File: config.mk
export PLATFORM = sky130hd
export DESIGN_NAME = rtv_time_reg
export DESIGN_NICKNAME = d
export VERILOG_FILES = /design/src/rtv_pkg.sv /design/src/rtv_time_reg.sv
export SDC_FILE = /design/constraint.sdc
export NUM_CORES = 1
export LEC_CHECK = 0
export CORE_ASPECT_RATIO = 2
export CORE_MARGIN = 1
export CORE_UTILIZATION = 60
export CTS_CLUSTER_SIZE = 12
export DETAILED_ROUTE_END_ITERATION = 7
export DONT_BUFFER_PORTS = 1
export GPL_ROUTABILITY_DRIVEN = 0
export PLACE_DENSITY_LB_ADDON = 0.3
export SLEW_MARGIN = 25
export SYNTH_ARGS = -nofsm -noshare
export SYNTH_HDL_FRONTEND = slang
export SYNTH_SLANG_ARGS = --single-unit
export TNS_END_PERCENT = 20
File: constraint.sdc
create_clock -name core_clk -period 2.6 [get_ports core_clk]
set_input_delay 0.52 -clock core_clk [delete_from_list [all_inputs] [get_ports core_clk]]
set_output_delay 0.52 -clock core_clk [all_outputs]
set_load 0.05 [all_outputs]
File: src/rtv_pkg.sv
package rtv_pkg;
	localparam logic [11:0] TIME_OFFSET = 12'h000;
	localparam logic [11:0] CTRL_OFFSET = 12'h004;
	localparam int HOUR_TENS_LSB = 28;
	localparam int HOUR_UNITS_LSB = 24;
	localparam int MIN_TENS_LSB = 20;
	localparam int MIN_UNITS_LSB = 16;
	localparam int SEC_TENS_LSB = 12;
	localparam int SEC_UNITS_LSB = 8;
	localparam int UNLOCK_BIT = 3;
	localparam logic [3:0] HOUR_TENS_MAX = 4'h2;
	localparam logic [3:0] UNITS_MAX = 4'h9;
	localparam logic [3:0] SIX_TENS_MAX = 4'h5;
	localparam logic [23:0] TIME_RESET = 24'h000000;
endpackage

File: src/rtv_time_reg.sv
// Chosen here: register access over APB and the address map.
`timescale 1ns/100ps
// Function
// - hour tens digit, bits 31-28, 0..2
// - hour units digit, bits 27-24, 0..9
// - minute tens digit, bits 23-20, 0..5
// - minute units digit, bits 19-16, 0..9
// - second tens digit, bits 15-12, 0..5
// - second units digit, bits 11-8, 0..9
// - low byte reads zero, ignores writes
// - time writes only while unlock bit set
module rtv_time_reg (
	input wire logic core_clk,
	input wire logic rst_n,
	input wire logic psel,
	input wire logic penable,
	input wire logic pwrite,
	input wire logic [11:0] paddr,
	input wire logic [31:0] pwdata,
	input wire logic [3:0] pstrb,
	output logic [31:0] prdata,
	output logic pready,
	output logic pslverr,
	output logic [3:0] hourTensDigit,
	output logic [3:0] hourUnitsDigit,
	output logic [3:0] minuteTensDigit,
	output logic [3:0] minuteUnitsDigit,
	output logic [3:0] secondTensDigit,
	output logic [3:0] secondUnitsDigit,
	output logic clockWriteUnlock
);
	logic [23:0] time_q;
	logic unlock_q;
	logic [31:0] prdata_q;
	logic wrEn;
	logic rdEn;
	logic hitTime;
	logic hitCtrl;

	function automatic logic [3:0] clampDigit(input logic [3:0] v,
			input logic [3:0] maxV);
		clampDigit = (v > maxV) ? maxV : v;
	endfunction

	assign wrEn = psel && penable && pwrite;
	assign rdEn = psel && penable && !pwrite;
	assign hitTime = (paddr == rtv_pkg::TIME_OFFSET);
	assign hitCtrl = (paddr == rtv_pkg::CTRL_OFFSET);
	assign pready = 1'b1;
	assign pslverr = psel && penable && !hitTime && !hitCtrl;

	// control word: write unlock
	always_ff @(posedge core_clk) begin
		if (!rst_n) begin
			unlock_q <= 1'b0;
		end else if (wrEn && hitCtrl && pstrb[0]) begin
			unlock_q <= pwdata[rtv_pkg::UNLOCK_BIT];
		end
	end

	// time digits; reset loads TIME_RESET (all digits zero)
	always_ff @(posedge core_clk) begin
		if (!rst_n) begin
			time_q <= rtv_pkg::TIME_RESET;
		end else if (wrEn && hitTime && unlock_q) begin
			if (pstrb[3]) begin
				time_q[23:20] <= clampDigit(
					pwdata[rtv_pkg::HOUR_TENS_LSB +: 4],
					rtv_pkg::HOUR_TENS_MAX);
				time_q[19:16] <= clampDigit(
					pwdata[rtv_pkg::HOUR_UNITS_LSB +: 4],
					rtv_pkg::UNITS_MAX);
			end
			if (pstrb[2]) begin
				time_q[15:12] <= clampDigit(
					pwdata[rtv_pkg::MIN_TENS_LSB +: 4],
					rtv_pkg::SIX_TENS_MAX);
				time_q[11:8] <= clampDigit(
					pwdata[rtv_pkg::MIN_UNITS_LSB +: 4],
					rtv_pkg::UNITS_MAX);
			end
			if (pstrb[1]) begin
				time_q[7:4] <= clampDigit(
					pwdata[rtv_pkg::SEC_TENS_LSB +: 4],
					rtv_pkg::SIX_TENS_MAX);
				time_q[3:0] <= clampDigit(
					pwdata[rtv_pkg::SEC_UNITS_LSB +: 4],
					rtv_pkg::UNITS_MAX);
			end
		end
	end

	// read data registered at setup
	always_ff @(posedge core_clk) begin
		if (!rst_n) begin
			prdata_q <= 32'h00000000;
		end else if (psel && !penable && !pwrite) begin
			if (paddr == rtv_pkg::TIME_OFFSET) begin
				prdata_q <= {time_q, 8'h00};
			end else if (paddr == rtv_pkg::CTRL_OFFSET) begin
				prdata_q <= 32'h00000000 |
					(32'(unlock_q) << rtv_pkg::UNLOCK_BIT);
			end else begin
				prdata_q <= 32'h00000000;
			end
		end
	end

	assign prdata = rdEn ? prdata_q : 32'h00000000;
	assign hourTensDigit = time_q[23:20];
	assign hourUnitsDigit = time_q[19:16];
	assign minuteTensDigit = time_q[15:12];
	assign minuteUnitsDigit = time_q[11:8];
	assign secondTensDigit = time_q[7:4];
	assign secondUnitsDigit = time_q[3:0];
	assign clockWriteUnlock = unlock_q;
endmodule

Word level (Yosys, flattened, before mapping)
Index checks and enable logic that the tools add are counted.
{"block": "totals", "reg_bits": 57, "n_memories": 0, "ram_bits": 0, "latch_bits": 0, "romBits": 0, "in_bits": 53, "elab_cells": 40, "output_inout_bits": 59}
{"block": "op_classes", "div": 0, "mux": 9, "multipliers": 0, "n_reduce_logical": 19, "n_lt_le_gt_ge": 6, "n_eq_ne": 1, "shift": 0, "bitwise": 0, "add_sub_neg": 0}
{"cell": "2-to-1 mux 32 bit", "n": 2}
{"cell": "2-to-1 mux 4 bit", "n": 7}
{"cell": "== test 12 x 3 -> 1 bit (second input constant)", "n": 1}
{"cell": "greater-than comparator 4 bit (second input constant)", "n": 3}
{"cell": "logical NOT 12 bit", "n": 1}
{"cell": "logical AND 1 bit", "n": 11}
{"cell": "greater-than comparator 4 x 3 -> 1 bit (second input constant)", "n": 2}
{"cell": "AND reduction 2 bit", "n": 3}
{"cell": "greater-than comparator 4 x 2 -> 1 bit (second input constant)", "n": 1}
{"cell": "logical NOT 1 bit", "n": 4}

Depth between registers and ports, before layout
{"block": "depth", "depth_word": 5, "depth_mapped": 6, "depth_no_buf": 4}

Worst setup path after synthesis
No wires, ideal clock.
{"block": "synth_path", "kind": "input -> output", "startpoint": "input port paddr[1]", "endpoint": "output port pslverr", "path_buffers": 1, "path_slack_ns": 0.306, "arrival_time_ns": 1.774, "required_time_ns": 2.080, "cell_stages": 4, "cell_sequence": "or4_4 nor3_2 buf_2 nor2_1"}
{"block": "synth_between", "elab_chain_len": 4, "word_cells_on_any_way": 6, "classes_between": "eq/ne (1); reduce/logical (5)"}
{"element": "start, declared", "line": "rtv_time_reg.sv:18", "rtl": "input wire logic [11:0] paddr,"}
{"element": "logical NOT 12 bit", "line": "rtv_time_reg.sv:47", "rtl": "assign hitTime = (paddr == rtv_pkg::TIME_OFFSET);"}
{"element": "logical NOT 1 bit", "line": "rtv_time_reg.sv:50", "rtl": "assign pslverr = psel && penable && !hitTime && !hitCtrl;"}
{"element": "logical AND 1 bit", "line": "rtv_time_reg.sv:50"}
{"element": "logical AND 1 bit *", "line": "rtv_time_reg.sv:50"}
{"element": "end, declared", "line": "rtv_time_reg.sv:23", "rtl": "output logic pslverr,"}
Every way passes the cells marked *; elsewhere a longest branch is shown, timed or not.

Final worst setup path
Same ends and word-level chain as after synthesis.

==> impl_metrics.tcl <==
set metrics [dict create \
    status "completed" \
    slew_violations 0 \
    ys_ff_latch 50 \
    rows 30 \
    post-cts-setup-buffers 0 \
    drc 0 \
    finalWorstSetupSlack_ns 0.5530 \
    utilization_pct 82.20 \
    yosysMostFrequentCell "dfxtp_1" \
    cts-resized-gates 0 \
    io_pins 112 \
    critical_path.startpoint "paddr[1]" \
    area_growth_pct 28.74 \
    slew_headroom_pct 34.18 \
    grt_pass1_vias 1725 \
    layout_min_cycle_time_ns 2.047 \
    drtIter0Drc 33 \
    start_util_pct 63.85 \
    worstSetupPathType "primary input to output port" \
    min_path_cells 2 \
    yosysWarningCount 0 \
    grt_pass1_wl_um 8004 \
    htree_levels 2 \
    portBuffers 0 \
    cts_tree "yes" \
    yosysSeqAreaShare_pct 45.90 \
    wl_um 5152 \
    grt_remaining_overflow 0 \
    clk_latency_ns 0.30 \
    nets 311 \
    p_sw_mw 0.2965 \
    combPwrFrac_pct 5.0 \
    finalSetupViolCount 0 \
    die_x_um 44.63 \
    core_um2 3416 \
    fmaxAchievable_ghz 0.4885 \
    synth.top_cell.area_share_pct 45.90 \
    vias 1820 \
    yosys-top-cells-count "dfxtp_1, and2_1, nand2_1" \
    p_int_mw 1.067 \
    wire_per_inst_um 16.78 \
    synthFlopType "dfxtp_1" \
    synth.area.top_cells "dfxtp_1, a22o_1, and2_1" \
    endpoint "pslverr" \
    syn_avg_cell_area_um2 9.360 \
    clock_path_buffers 2 \
    antennaDiodeCount 0 \
    tightest_slew_ns 0.9863 \
    worst-r2r-cell-count 6 \
    critPathRequiredTime_ns 2.08 \
    r2r_end "time_q[16]$_SDFFE_PN0P_" \
    r2r_start "clockWriteUnlock$_SDFFE_PN0P_" \
    hpwl_um 3873 \
    max-cap-violations 0 \
    die_area_um2 3894 \
    numCtsBuffers 5 \
    grt_max_degree 26 \
    vias_per_cell 5.928 \
    die_h_um 87.26 \
    cts_hold_buf 0 \
    pwr-share-seq_pct 56.1 \
    peakVddDrop_uv 435.4 \
    p_sw_share_pct 21.75 \
    drtPass1Iterations 4 \
    worstPathMaxFanout 3 \
    finalCritPeriodShare_pct 78.73 \
    powerDensity_nw_per_um2 485.7 \
    antenna_found_initial 0 \
    syn_area_um2 2181 \
    layout-drive-gt1-share_pct 18.15 \
    ant_nets 0 \
    synthDistinctLibCells 35 \
    clock_power_share_pct 38.9 \
    fill_cells 218 \
    ff2ff_setup_slack_ns 0.73 \
    rsz0062_at_grt "no" \
    yosysTopAreaCell "dfxtp_1" \
    skew_ns 0.002699 \
    cts_root_buf "clkbuf_8" \
    cp-end-kind "output port" \
    clk_pin_slew_ns 0.08 \
    synth-edff-count 0 \
    hold_viol 0 \
    cp_data_arrival_time_ns 1.53 \
    async_flop_share_pct 0 \
    cts_sinks 50 \
    setup_tns_ns 0 \
    hold_path_class "primary input to flop" \
    power.leakage_nw 1.107 \
    grt_usage_pct 27.99 \
    synthCells 233 \
    post-place-ws_ns 0.4035 \
    start_kind "primary input" \
]
## power by group through the flow
| stage | Combinational [mW] | Clock [mW] | Sequential [mW] |
|---|---|---|---|
| after floorplan | 0.0733 | 0 | 0.783 |
| after global placement | 0.0667 | 0 | 0.783 |
| after detailed placement | 0.0670 | 0 | 0.783 |
| after CTS | 0.0674 | 0.537 | 0.765 |
| after global routing | 0.0718 | 0.568 | 0.765 |
| final | 0.0678 | 0.531 | 0.765 |
## registers in the layout, summed over array words and instances (netlist names)
name and count:
time_q 24, clockWriteUnlock 1, prdata_q 25
## worst max-delay path: stages
cell	delay (ns)
or4_4	0.55
nor3_2	0.19
nor2_1	0.07
buf_4	0.19
## per-stage QoR
stage          instances  area, um^2  power (mW)  hold slack, ns
3_5_place_dp         299        2701      0.8500          0.4381
4_1_cts              307        2808       1.369          0.3490
6_report             307        2808       1.364          0.3510
5_1_grt              307        2808       1.405          0.3535
3_3_place_gp         299        2701      0.8497          0.4265
2_1_floorplan        239        2203      0.8563          0.4167
## layout by cell type, fill, tap and decap left out, types with 3 or more instances in the layout
cell type,instances
conb_1,8
a21oi_1,6
nor2_1,8
a211oi_1,7
nand3b_1,5
nand2_1,25
a311oi_1,3
clkbuf_8,5
buf_12,25
a31oi_1,6
dfxtp_1,50
inv_1,4
nor2b_1,3
mux2i_1,9
and2_1,26
nand4_1,6
o21ai_0,10
buf_4,8
and3_1,3
nand3_1,3
a22o_1,20
## worst min-delay path by stage
| stage | from | to | slack (ns) |
|---|---|---|---|
| final | pwdata[11] | time_q[3]$_SDFFE_PN0P_ | 0.35 |
| after global routing | pwdata[11] | time_q[3]$_SDFFE_PN0P_ | 0.35 |
| after CTS | pwdata[11] | time_q[3]$_SDFFE_PN0P_ | 0.35 |
| after detailed placement | prdata_q[23]$_SDFFE_PN0P_ | prdata_q[23]$_SDFFE_PN0P_ | 0.44 |
| after global placement | prdata_q[15]$_SDFFE_PN0P_ | prdata_q[15]$_SDFFE_PN0P_ | 0.43 |
| after floorplan | prdata_q[15]$_SDFFE_PN0P_ | prdata_q[15]$_SDFFE_PN0P_ | 0.42 |
## kinds of logic (layout without fill, tap and decap cells)
group	after synthesis	in the layout	synth area share, %
and+or+nand+nor	93	93	25.47
DFF	50	50	45.90
muxes	9	9	4.131
other	2	8	0.3444
buffers and inverters	25	45	6.426
AOI/OAI and AO/OA	54	54	17.73
## routing by layer
metal	global-route usage [%]	up-vias	wire length (um)
met5	0	-	0
met3	7.469	9	318
met1	26.82	866	1777
met4	11.57	0	92
met2	52.81	78	2963
li1	-	867	-
## layout make-up
| type | instances | area (um^2) | area share, % |
|---|---|---|---|
| clock buffer | 7 | 76.32 | 2.718 |
| multi-input combinational | 164 | 1065 | 37.92 |
| inverter | 4 | 15.01 | 0.5348 |
| sequential | 50 | 1001 | 35.65 |
| timing repair buffer | 33 | 560.5 | 19.96 |
| clock inverter | 1 | 30.03 | 1.070 |
| tap | 48 | 60.06 | 2.139 |
Power figures use the tool's default switching activity.
